--- config.mk ---
export PLATFORM = sky130hd
export DESIGN_NAME = jtc_tap
export DESIGN_NICKNAME = d
export VERILOG_FILES = /design/src/hw/jtc_pkg.sv /design/src/hw/jtc_tap.sv /design/src/hw/jtc_sync.sv /design/src/hw/jtc_bsr.sv
export VERILOG_INCLUDE_DIRS = /design/src /design/src/hw
export SDC_FILE = /design/constraint.sdc
export NUM_CORES = 1
export LEC_CHECK = 0
export CORE_MARGIN = 8
export CORE_UTILIZATION = 53
export CTS_CLUSTER_DIAMETER = 30
export DETAILED_ROUTE_END_ITERATION = 6
export DONT_BUFFER_PORTS = 1
export PLACE_DENSITY = 0.68
export SYNTH_ARGS = -nofsm -noshare
export SYNTH_HDL_FRONTEND = slang
export SYNTH_SLANG_ARGS = --single-unit
--- constraint.sdc ---
create_clock -name clk_in -period 4.6 [get_ports clk_in]
set_clock_uncertainty 0.1 [all_clocks]
set_input_delay 0.23 -clock clk_in [delete_from_list [all_inputs] [get_ports clk_in]]
set_output_delay 0.23 -clock clk_in [all_outputs]
set_load 0.02 [all_outputs]
--- src/hw/jtc_defines.svh ---
`ifndef JTC_DEFINES_SVH
`define JTC_DEFINES_SVH
// ***************************************
// instruction register
// ***************************************
`define JTC_IR_W       3
`define JTC_IR_CAPTURE 3'h4
`define JTC_OP_EXTEST  3'h0
`define JTC_OP_SAMPLE  3'h1
`define JTC_OP_IDCODE  3'h2
`define JTC_OP_BYPASS  3'h7
// ***************************************
// data registers and counts
// ***************************************
`define JTC_ID_W       32
`define JTC_BSR_LEN    16
`define JTC_PIN_W      3
`define JTC_TLR_TMS    3'h5
`endif

--- src/hw/jtc_pkg.sv ---
`include "jtc_defines.svh"
package jtc_pkg;
   // ***************************************
   // controller states
   // ***************************************
   typedef enum logic [3:0] {
      JTC_TLR, JTC_IDLE, JTC_SEL_DR, JTC_CAP_DR,
      JTC_SHIFT_DR, JTC_EXIT1_DR, JTC_PAUSE_DR, JTC_EXIT2_DR,
      JTC_UPD_DR, JTC_SEL_IR, JTC_CAP_IR, JTC_SHIFT_IR,
      JTC_EXIT1_IR, JTC_PAUSE_IR, JTC_EXIT2_IR, JTC_UPD_IR
   } jtc_state_t;
   // ***************************************
   // test port pins, sampled together
   // ***************************************
   typedef struct packed {
      logic tck;                            // test clock level
      logic tms;                            // mode select level
      logic tdi;                            // serial data in
   } jtc_pins_t;
   // ***************************************
   // whole state of the controller
   // ***************************************
   typedef struct packed {
      jtc_state_t                state;     // current tap state
      logic                      tck_d;     // last tck level
      logic [`JTC_IR_W-1:0]      ir_sh;     // instruction shifter
      logic [`JTC_IR_W-1:0]      ir;        // current instruction
      logic                      byp;       // bypass stage
      logic [`JTC_ID_W-1:0]      id_sh;     // id code shifter
      logic                      tdo;       // serial out level
      logic                      tdo_oe;    // serial out enable
      logic                      test_mode; // pins under test
   } jtc_tap_regs_t;
endpackage

--- src/hw/jtc_tap.sv ---
// Overview of operation
// - sixteen states, tms sampled each tck rise
// - reset state disables test, loads idcode
// - five tms highs reach reset, stay there
// - power up enters reset without tck
// - idle holds on low, high to select-dr
// - select-dr: low capture-dr, high select-ir
// - capture-dr samples pins for extest/sample
// - capture-dr: high exit1-dr, low shift-dr
// - shift-dr shifts toward tdo, high exits
// - exit1-dr: high update-dr, low pause-dr
// - pause-dr holds on low, high exit2-dr
// - exit2-dr: high update-dr, low shift-dr
// - boundary output latches on update-dr fall
// - select-ir: low capture-ir, high reset
// - capture-ir loads fixed pattern 100
// - capture-ir: high exit1-ir, low shift-ir
// - shift-ir shifts toward tdo, high exits
// - instruction scan keeps instruction, data
// - exit1-ir: high update-ir, low pause-ir
// - pause-ir holds on low, high exit2-ir
// - exit2-ir: high update-ir, low shift-ir
// - update-ir latches instruction on tck fall
`timescale 1ns/1ps
`include "jtc_defines.svh"
module jtc_tap
   import jtc_pkg::*;
#(
   parameter int                  BSR_LEN = `JTC_BSR_LEN,
   // value is arbitrary, lsb set as identity codes require
   parameter logic [`JTC_ID_W-1:0] ID_CODE = 32'h0000_0001
) (
   input  wire logic               clk_in,
   input  wire logic               reset_in,
   input  wire logic               tck_in,
   input  wire logic               tms_in,
   input  wire logic               tdi_in,
   input  wire logic [BSR_LEN-1:0] pin_in,
   output logic                    tdo_out,
   output logic                    tdo_oe_out,
   output logic [BSR_LEN-1:0]      pin_out,
   output logic                    test_mode_out
);
   // ***************************************
   // declarations
   // ***************************************
   localparam jtc_tap_regs_t RESET_VAL = '{
      state     : JTC_TLR,
      tck_d     : 1'b0,
      ir_sh     : '0,
      ir        : `JTC_OP_IDCODE,
      byp       : 1'b0,
      id_sh     : '0,
      tdo       : 1'b1,
      tdo_oe    : 1'b0,
      test_mode : 1'b0
   };
   jtc_tap_regs_t r_reg;                   // registered state
   jtc_tap_regs_t r;                       // read view of the register
   jtc_tap_regs_t r_next;                  // next state
   jtc_pins_t     pins_raw;                // pins as they arrive
   jtc_pins_t     pins_s;                  // pins after two flops
   logic          rise;                    // tck rising edge seen
   logic          fall;                    // tck falling edge seen
   logic          tms_s;                   // synced mode select
   logic          bsr_sel;                 // boundary chain selected
   logic          bsr_cap;                 // chain capture strobe
   logic          bsr_shift;               // chain shift strobe
   logic          bsr_upd;                 // chain update strobe
   logic          bsr_ser;                 // chain serial out
   logic [BSR_LEN-1:0] bsr_chain;          // chain shift stages
   logic          dr_ser;                  // selected data serial out
   logic          shifting;                // in either shift state

   // ***************************************
   // pin synchroniser
   // ***************************************
   // tck is only sampled, so its edges lag by a few clocks
   assign pins_raw = '{tck: tck_in, tms: tms_in, tdi: tdi_in};
   jtc_sync u_sync (
      .clk_in   (clk_in),
      .reset_in (reset_in),
      .pins_in  (pins_raw),
      .pins_out (pins_s)
   );
   assign tms_s = pins_s.tms;
   // edges from the second stage against its delayed copy
   assign rise  = pins_s.tck & ~r.tck_d;
   assign fall  = ~pins_s.tck & r.tck_d;

   // ***************************************
   // data register selection
   // ***************************************
   // extest and sample put the boundary chain in the path
   assign bsr_sel   = (r.ir == `JTC_OP_EXTEST) || (r.ir == `JTC_OP_SAMPLE);
   assign bsr_cap   = bsr_sel && rise && (r.state == JTC_CAP_DR);
   assign bsr_shift = bsr_sel && rise && (r.state == JTC_SHIFT_DR);
   assign bsr_upd   = bsr_sel && fall && (r.state == JTC_UPD_DR);
   assign shifting  = (r.state == JTC_SHIFT_DR) || (r.state == JTC_SHIFT_IR);
   // pick the serial bit of the selected data register
   always_comb begin
      case (r.ir)
         `JTC_OP_EXTEST,
         `JTC_OP_SAMPLE: dr_ser = bsr_ser;
         `JTC_OP_IDCODE: dr_ser = r.id_sh[0];
         default:        dr_ser = r.byp;  // unknown codes act as bypass
      endcase
   end

   // ***************************************
   // boundary scan chain
   // ***************************************
   jtc_bsr #(
      .LEN (BSR_LEN)
   ) u_bsr (
      .clk_in     (clk_in),
      .reset_in   (reset_in),
      .capture_in (bsr_cap),
      .shift_in   (bsr_shift),
      .update_in  (bsr_upd),
      .tdi_in     (pins_s.tdi),
      .pin_in     (pin_in),
      .serial_out (bsr_ser),
      .chain_out  (bsr_chain),
      .par_out    (pin_out)
   );

   // ***************************************
   // next state logic
   // ***************************************
   always_comb begin
      r_next       = r;
      r_next.tck_d = pins_s.tck;
      // the machine only moves on a tck rise
      if (rise) begin
         case (r.state)
            JTC_TLR:      r_next.state = tms_s ? JTC_TLR : JTC_IDLE;
            JTC_IDLE:     r_next.state = tms_s ? JTC_SEL_DR : JTC_IDLE;
            JTC_SEL_DR:   r_next.state = tms_s ? JTC_SEL_IR : JTC_CAP_DR;
            JTC_CAP_DR:   r_next.state = tms_s ? JTC_EXIT1_DR : JTC_SHIFT_DR;
            JTC_SHIFT_DR: r_next.state = tms_s ? JTC_EXIT1_DR : JTC_SHIFT_DR;
            JTC_EXIT1_DR: r_next.state = tms_s ? JTC_UPD_DR : JTC_PAUSE_DR;
            JTC_PAUSE_DR: r_next.state = tms_s ? JTC_EXIT2_DR : JTC_PAUSE_DR;
            JTC_EXIT2_DR: r_next.state = tms_s ? JTC_UPD_DR : JTC_SHIFT_DR;
            JTC_UPD_DR:   r_next.state = tms_s ? JTC_SEL_DR : JTC_IDLE;
            JTC_SEL_IR:   r_next.state = tms_s ? JTC_TLR : JTC_CAP_IR;
            JTC_CAP_IR:   r_next.state = tms_s ? JTC_EXIT1_IR : JTC_SHIFT_IR;
            JTC_SHIFT_IR: r_next.state = tms_s ? JTC_EXIT1_IR : JTC_SHIFT_IR;
            JTC_EXIT1_IR: r_next.state = tms_s ? JTC_UPD_IR : JTC_PAUSE_IR;
            JTC_PAUSE_IR: r_next.state = tms_s ? JTC_EXIT2_IR : JTC_PAUSE_IR;
            JTC_EXIT2_IR: r_next.state = tms_s ? JTC_UPD_IR : JTC_SHIFT_IR;
            JTC_UPD_IR:   r_next.state = tms_s ? JTC_SEL_DR : JTC_IDLE;
            default:      r_next.state = JTC_TLR;
         endcase
         // instruction shifter works only in its own states
         if (r.state == JTC_CAP_IR) begin
            r_next.ir_sh = `JTC_IR_CAPTURE;
         end else if (r.state == JTC_SHIFT_IR) begin
            r_next.ir_sh = {pins_s.tdi, r.ir_sh[`JTC_IR_W-1:1]};
         end
         // bypass and id shifters; pause and exit states hold
         if (r.state == JTC_CAP_DR) begin
            r_next.byp   = 1'b0;
            if (r.ir == `JTC_OP_IDCODE) r_next.id_sh = ID_CODE;
         end else if (r.state == JTC_SHIFT_DR) begin
            r_next.byp   = pins_s.tdi;
            if (r.ir == `JTC_OP_IDCODE) begin
               r_next.id_sh = {pins_s.tdi, r.id_sh[`JTC_ID_W-1:1]};
            end
         end
      end
      // tdo and its enable change on the fall so the tester samples a steady tdo
      if (fall) begin
         r_next.tdo_oe = shifting;
         if (r.state == JTC_SHIFT_IR) r_next.tdo = r.ir_sh[0];
         else if (r.state == JTC_SHIFT_DR) r_next.tdo = dr_ser;
         else r_next.tdo = 1'b1;
         // a shifted instruction takes effect only here
         if (r.state == JTC_UPD_IR) r_next.ir = r.ir_sh;
      end
      // reset state forces the id code and normal pin operation
      if (r.state == JTC_TLR) r_next.ir = `JTC_OP_IDCODE;
      r_next.test_mode = (r.ir == `JTC_OP_EXTEST) && (r.state != JTC_TLR);
   end

   // ***************************************
   // state register
   // ***************************************
   // async reset stands for power up: no tck needed
   always_ff @(posedge clk_in or posedge reset_in) begin
      if (reset_in) r_reg <= RESET_VAL;
      else          r_reg <= r_next;
   end
   // every read goes through this plain view of the register
   assign r = r_reg;

   // ***************************************
   // outputs
   // ***************************************
   assign tdo_out       = r.tdo;
   assign tdo_oe_out    = r.tdo_oe;
   assign test_mode_out = r.test_mode;

   // ***************************************
   // assertion helpers
   // ***************************************
   logic [2:0] tms_cnt_reg; // consecutive rises with tms high, saturating
   always_ff @(posedge clk_in or posedge reset_in) begin
      if (reset_in) tms_cnt_reg <= 3'h0;
      else if (rise) begin
         if (!tms_s) tms_cnt_reg <= 3'h0;
         else if (tms_cnt_reg != `JTC_TLR_TMS) tms_cnt_reg <= tms_cnt_reg + 3'h1;
      end
   end
endmodule // jtc_tap

--- src/hw/jtc_sync.sv ---
`timescale 1ns/1ps
module jtc_sync
   import jtc_pkg::*;
(
   input  wire logic      clk_in,
   input  wire logic      reset_in,
   input  wire jtc_pins_t pins_in,
   output jtc_pins_t      pins_out
);
   // ***************************************
   // two flop synchroniser
   // ***************************************
   typedef struct packed {
      jtc_pins_t s1;                        // first stage, only s2 reads it
      jtc_pins_t s2;                        // second stage
   } jtc_sync_regs_t;
   jtc_sync_regs_t r_reg;                  // registered stages
   jtc_sync_regs_t r_next;                 // next stages
   // shift pins one stage per clock
   always_comb begin
      r_next    = r_reg;
      r_next.s1 = pins_in;
      r_next.s2 = r_reg.s1;
   end
   // reset all pin stages to zero
   always_ff @(posedge clk_in or posedge reset_in) begin
      if (reset_in) r_reg <= '0;
      else          r_reg <= r_next;
   end
   assign pins_out = r_reg.s2;
endmodule // jtc_sync

--- src/hw/jtc_bsr.sv ---
`timescale 1ns/1ps
`include "jtc_defines.svh"
module jtc_bsr
   import jtc_pkg::*;
#(
   parameter int LEN = `JTC_BSR_LEN
) (
   input  wire logic           clk_in,
   input  wire logic           reset_in,
   input  wire logic           capture_in,
   input  wire logic           shift_in,
   input  wire logic           update_in,
   input  wire logic           tdi_in,
   input  wire logic [LEN-1:0] pin_in,
   output logic                serial_out,
   output logic [LEN-1:0]      chain_out,
   output logic [LEN-1:0]      par_out
);
   // ***************************************
   // scan chain with latched parallel side
   // ***************************************
   typedef struct packed {
      logic [LEN-1:0] chain;                // shift path
      logic [LEN-1:0] par;                  // latched parallel output
   } jtc_bsr_regs_t;
   jtc_bsr_regs_t r_reg;                   // registered chain
   jtc_bsr_regs_t r_next;                  // next chain
   // strobes are one clock wide and never overlap
   always_comb begin
      r_next = r_reg;
      if (capture_in) r_next.chain = pin_in;
      else if (shift_in) r_next.chain = {tdi_in, r_reg.chain[LEN-1:1]};
      // parallel side moves only on update, so pins stay still
      if (update_in) r_next.par = r_reg.chain;
   end
   // register the chain
   always_ff @(posedge clk_in or posedge reset_in) begin
      if (reset_in) r_reg <= '0;
      else          r_reg <= r_next;
   end
   assign serial_out = r_reg.chain[0];
   assign chain_out  = r_reg.chain;
   assign par_out    = r_reg.par;
endmodule // jtc_bsr

==> reports/metrics.yaml, run 1 <==
tightest_slew_ns: 0.9516
synth-main-ff-cell: "dfrtp_1"
track_usage_pct: 14.72
holdWs_ns: 0.2525
switching_power_uw: 594.3
rsz0062_at_grt: "false"
end_kind: "register"
layout_min_cycle_time_ns: 2.502
fin_cells: 456
synth_top_area_share_pct: 56.73
synth-edff-count: 0
htree_levels: 3
syn_inst: 362
floorplan.die_area_sq_mm: 0.009823
layout.nets: 392
start_util_pct: 54.19
cts_sinks: 85
largest_register_ffs: 44
hold_path_depth: 0
clk_path_buf_depth: 2
max_slew_margin_pct: 36.23
synthTopCellsByArea: "dfrtp_1 (57%), nand2_1 (9.9%), o21ai_1 (7.1%)"
vias: 2481
crit_path_top_delay_cell: "nand4b_1"
status: "finished clean"
ys_ff_latch: 85
critPathKind: "reg -> reg"
io_pins: 40
period_share_pct: 54.40
diodes: 0
die_height_um: 99.11
use_met1_pct: 19.46
path_max_fanout: 18
max_clock_freq_mhz: 399.6
irDropWorstVdd_uv: 263.2
cts_tree: "yes"
pwr-share-clk_pct: 27.0
maxCapViolations: 0
globalplace.congestion: 0.8072
async_flop_share_pct: 100.0
layout-drive-gt1-share_pct: 8.511
syn_area_sq_mm: 0.003661
startpoint: "r[44]"
setup_viol: 0
netSwitchingFraction_pct: 33.91
place_ws_ns: 2.043
met2_usage_pct: 21.67
core_area_sq_mm: 0.006756
yosys.area.top_type: "dfrtp_1"
pwr-share-seq_pct: 55.2
cp-start-kind: "register"
path_cells: "nor2_1, nand4b_1, mux2_1"
final-max-slew-violation-count: 0
grt_max_degree: 65
clkTransAtPathRegs_ns: 0.09
yosysSeqAreaShare_pct: 58.17
reg2reg_depth: 3
p_leak_uw: 0.001883
clk_latency_ns: 0.35
layout_setup_ws_ns: 2.098
wire_per_inst_um: 14.66
final_common_cell: "nand2_1"
hpwl_um: 4258
grt_util_met3_pct: 5.307
max_stage_delay_ns: 0.79
row_count: 30
min-delay-start: "u_sync.r_next[0]"
power_frac_comb_pct: 17.8
die_width_um: 99.11
synth_cell_types: 42
yosys_warnings: 0
grt_busiest_layer: "met2"
required_ns: 4.73
drt_iter0_drc: 125
grt-ovfl-total: 0
rr_startpoint: "r[44]"
grt_pass1_vias: 2339
root_buffer: "clkbuf_8"
antenna_found_initial: 0
critPathArrivalTime_ns: 2.63
syn_nets: 383
grt_pass1_wl_um: 11730
via_per_inst: 5.441
cts-buffers-inserted: 9
hp-class: "reg -> reg"
p_per_area_mw_per_mm2: 432.2
dp.cells: 420
routed_wl_um: 6686
avgSynthCellArea_sq_um: 10.11
route.detailed.drc: 0
io_buffers: 0
internal-power_uw: 1158
post-route-util_pct: 60.02
mostFrequentLayoutCells: "nand2_1 (97), dfrtp_1 (83), o21ai_1 (52)"
timing.final.hold_violations: 0
syn_to_final_growth_pct: 10.77
detail-route-antenna-nets: 0
firstDrtPassIters: 4
tns_ns: 0
==> synth_stat cells, types with 2 or more instances <==
cell / instances
nand2_1: 97
dfrtp_1: 83
o21ai_1: 52
clkbuf_1: 16
mux2i_1: 16
o21ai_0: 11
mux2_1: 10
buf_2: 7
mux2_2: 6
nor2_1: 6
nor2b_1: 6
nand2b_1: 4
nor3_1: 4
a21oi_1: 3
buf_6: 3
inv_1: 3
nand3_1: 3
o211ai_1: 3
a21o_1: 2
a31oi_1: 2
dfstp_2: 2
nor3b_1: 2
nor4_1: 2
==> layer usage <==
| layer | share of wire [%] | vias to the layer above |
|---|---|---|
| met4 | 1.1 | 0 |
| met1 | 48 | 1176 |
| met2 | 45 | 50 |
| met5 | 0 | - |
| met3 | 6.1 | 5 |
| li1 | - | 1250 |
==> path summary, 6_finish.rpt <==
check,end,slack [ns]
min in group asynchronous,u_bsr.par_out[3],0.29
setup reg to reg,u_bsr.par_out[5],2.10
setup / recovery,u_bsr.par_out[5],2.10
max in group asynchronous,r[30],3.09
hold / removal,u_sync.pins_out[0],0.25
hold reg to reg,u_sync.pins_out[0],0.25
==> what timing repair did <==
| action | in CTS | in global routing |
|---|---|---|
| setup buffers | 0 | 0 |
| gates resized for setup | 0 | 0 |
| endpoints found under the hold margin | 54 | 0 |
| hold buffers | 20 | 0 |
==> area by class of cell <==
class	count	area [sq um]
flip-flops and latches	85	2130
clock inverters	7	50.05
inverters	3	12.51
multi-input cells	248	1409
repair buffers	24	230.2
well taps	80	100.1
fillers	578	2701
clock buffers	9	123.9
==> through the flow <==
step | power (uW) | cell area [sq um]
global placement | 1270 | 3681
detailed placement | 1282 | 3681
CTS | 1769 | 4055
floorplan | 1218 | 3661
global route | 1865 | 4055
finish | 1753 | 4055
==> power by group through the flow <==
stage / combinational [uW] / sequential (uW) / clock (uW)
finish: 312 / 967 / 474
global route: 363 / 987 / 515
global placement: 296 / 974 / 0
detailed placement: 302 / 981 / 0
CTS: 316 / 967 / 486
floorplan: 321 / 897 / 0
==> cells by family (layout without fill, tap and decap cells) <==
family	after synthesis	after routing	synth area share [%]
compound gates	83	83	12.61
xor+xnor	1	1	0.2393
buf+inv	29	43	3.828
flops	85	85	58.17
mux	32	32	9.296
simple gates	132	132	15.86
==> critical path, delay by kind of cell, from the launching register on <==
kind,cells,cell delay [ns]
DFF,1,0.56
muxes,1,0.62
and+or+nand+nor,2,1.09
(Power assumes the default switching activity.)
==> run 2: changes to the inputs <==
==> constraint.sdc (replaced) <==
create_clock -name clk_in -period 2.5 [get_ports clk_in]
set_clock_uncertainty 0.1 [all_clocks]
set_input_delay 0.125 -clock clk_in [delete_from_list [all_inputs] [get_ports clk_in]]
set_output_delay 0.125 -clock clk_in [all_outputs]
set_load 0.02 [all_outputs]
==> reports/metrics.yaml, run 2 (synthesis gave the netlist of run 1 again) <==
status: "finished clean"  # unchanged
grt_pass1_vias: 2403  # was 2339
row_count: 30  # unchanged
final_area_sq_mm: 0.004125  # was 0.004055 sq mm
start_util_pct: 54.19  # unchanged
grt_pass1_wl_um: 11700  # was 11730 um
dpl_cell_area_sq_mm: 0.003739  # was 0.003681 sq mm
path_buf_inv: 2  # was 0
p_leak_uw: 0.001920  # was 0.001883 uW
cts_setup_buffers: 0  # unchanged
holdWs_ns: 0.2027  # was 0.2525 ns
multi_input_area_sq_mm: 0.001409  # unchanged
max_slew_margin_pct: 58.39  # was 36.23%
maxCapViolations: 0  # unchanged
rr_startpoint: "r[45]"  # was r[44]
layout.nets: 398  # was 392
cp-start-kind: "register"  # unchanged
rsz0062_at_grt: "false"  # unchanged
grt-ovfl-total: 0  # unchanged
cts_tree: "yes"  # unchanged
irDropWorstVdd_uv: 298.1  # was 263.2 uV
antenna_found_initial: 0  # unchanged
clk_path_buf_depth: 2  # unchanged
clkTransAtPathRegs_ns: 0.08  # was 0.09 ns
tns_ns: 0  # unchanged
num-fill-cells: 554  # was 578
core_area_sq_mm: 0.006756  # unchanged
route.detailed.drc: 0  # unchanged
r2r_slack_ns: 0.54  # was 2.10 ns
hpwl_um: 4421  # was 4258 um
detail-route-antenna-nets: 0  # unchanged
worst-path-stages: 6  # was 3
critPathKind: "reg -> reg"  # unchanged
timing.final.hold_violations: 0  # unchanged
crit_top_cell: "buf_4"
hp-class: "in -> async"  # was reg -> reg
setup_viol: 0  # unchanged
track_usage_pct: 14.53  # was 14.72%
period_share_pct: 78.41  # was 54.40%
layout_setup_ws_ns: 0.5398  # was 2.098 ns
cts_sinks: 85  # unchanged
cts-buffers-inserted: 9  # unchanged
critPathArrivalTime_ns: 2.06  # was 2.63 ns
vias: 2513  # was 2481
reg2reg_depth: 6  # was 3
crit_path_top_delay_cell: "nor3b_1"  # was nand4b_1
crit_family: "simple AND/OR/NAND/NOR gates"  # unchanged
layout_min_cycle_time_ns: 1.960  # was 2.502 ns
grt_max_degree: 65  # unchanged
io_pins: 40  # unchanged
htree_levels: 3  # unchanged
max_clock_freq_mhz: 510.1  # was 399.6 MHz
root_buffer: "clkbuf_8"  # unchanged
die_width_um: 99.11  # unchanged
tightest_slew_ns: 0.6234  # was 0.9516 ns
floorplan.die_area_sq_mm: 0.009823  # unchanged
firstDrtPassIters: 4  # unchanged
final-max-slew-violation-count: 0  # unchanged
layout-drive-gt1-share_pct: 9.686  # was 8.511%
place_ws_ns: 0.5641  # was 2.043 ns
routed_wl_um: 6645  # was 6686 um
end_kind: "register"  # unchanged
io_buffers: 0  # unchanged
clk_latency_ns: 0.34  # was 0.35 ns
syn_to_final_growth_pct: 12.68  # was 10.77%
regArea_sq_mm: 0.002130  # unchanged
wire_per_inst_um: 14.38  # was 14.66 um
path_max_fanout: 64  # was 18
via_per_inst: 5.439  # was 5.441
diodes: 0  # unchanged
max_stage_delay_ns: 0.51  # was 0.79 ns
final_common_cell: "nand2_1"  # unchanged
largest_register_ffs: 44  # unchanged
path_cells: "buf_4, nor3b_1, o2111ai_4, buf_4, nand2_1, o21ai_1"  # was nor2_1, nand4b_1, mux2_1
globalplace.congestion: 0.8562  # was 0.8072
p_per_area_mw_per_mm2: 803.1  # was 432.2 mW/mm^2
drt_iter0_drc: 118  # was 125
rr_endpoint: "r[4]"  # was u_bsr.par_out[5]
mostFrequentLayoutCells: "nand2_1 (97), dfrtp_1 (83), o21ai_1 (52)"  # unchanged
required_ns: 2.60  # was 4.73 ns
die_height_um: 99.11  # unchanged
run 2: cell types whose count changed in the layout (fill, tap and decap cells not counted):
cell,previous run,this run
buf_4,4,9
clkinv_2,3,1
clkbuf_1,0,1
inv_6,2,1
clkbuf_8,9,11
buf_12,0,1
run 2: stage by stage:
stage | util (%) | power, uW | instances
6_report | 61.06 | 3313 | 462
5_1_grt | 61.06 | 3504 | 462
4_1_cts | 61.06 | 3336 | 462
3_5_place_dp | 55.33 | 2415 | 426
3_3_place_gp | 55.33 | 2402 | 426
2_1_floorplan | - | 2242 | 362
run 2: worst max-delay path by stage:
stage	startpoint	to	slack [ns]
floorplan	reset_in	r[10]	0.08
global placement	r[42]	u_bsr.chain_out[2]	0.61
detailed placement	r[42]	u_bsr.chain_out[2]	0.56
CTS	r[45]	r[24]	0.55
global route	r[45]	r[21]	0.35
finish	r[45]	r[4]	0.54
run 2: timing repair:
action                                 4_1_cts  5_1_grt
gates resized for setup                      0        0
hold buffers                                20        0
endpoints found under the hold margin       54        0
run 2: cell type report:
type,instances,area share (%)
repair buffers,30,6.976
multi-input cells,248,34.15
clock buffers,12,3.761
flip-flops and latches,85,51.62
inverters,3,0.3033
well taps,80,2.426
clock inverters,4,0.7583
run 2: report_power, final:
| group | switching (uW) | internal (uW) |
|---|---|---|
| registers | 141 | 1530 |
| logic | 458 | 288 |
| clock network | 479 | 420 |
| total | 1080 | 2230 |
run 2: per-layer routing:
| metal | global-route usage (%) | wire (um) | vias to the layer above |
|---|---|---|---|
| met5 | 0 | 0 | - |
| met4 | 5.006 | 61 | 0 |
| met3 | 4.260 | 384 | 5 |
| met2 | 21.57 | 2919 | 56 |
| met1 | 19.82 | 3280 | 1186 |
| li1 | - | - | 1266 |
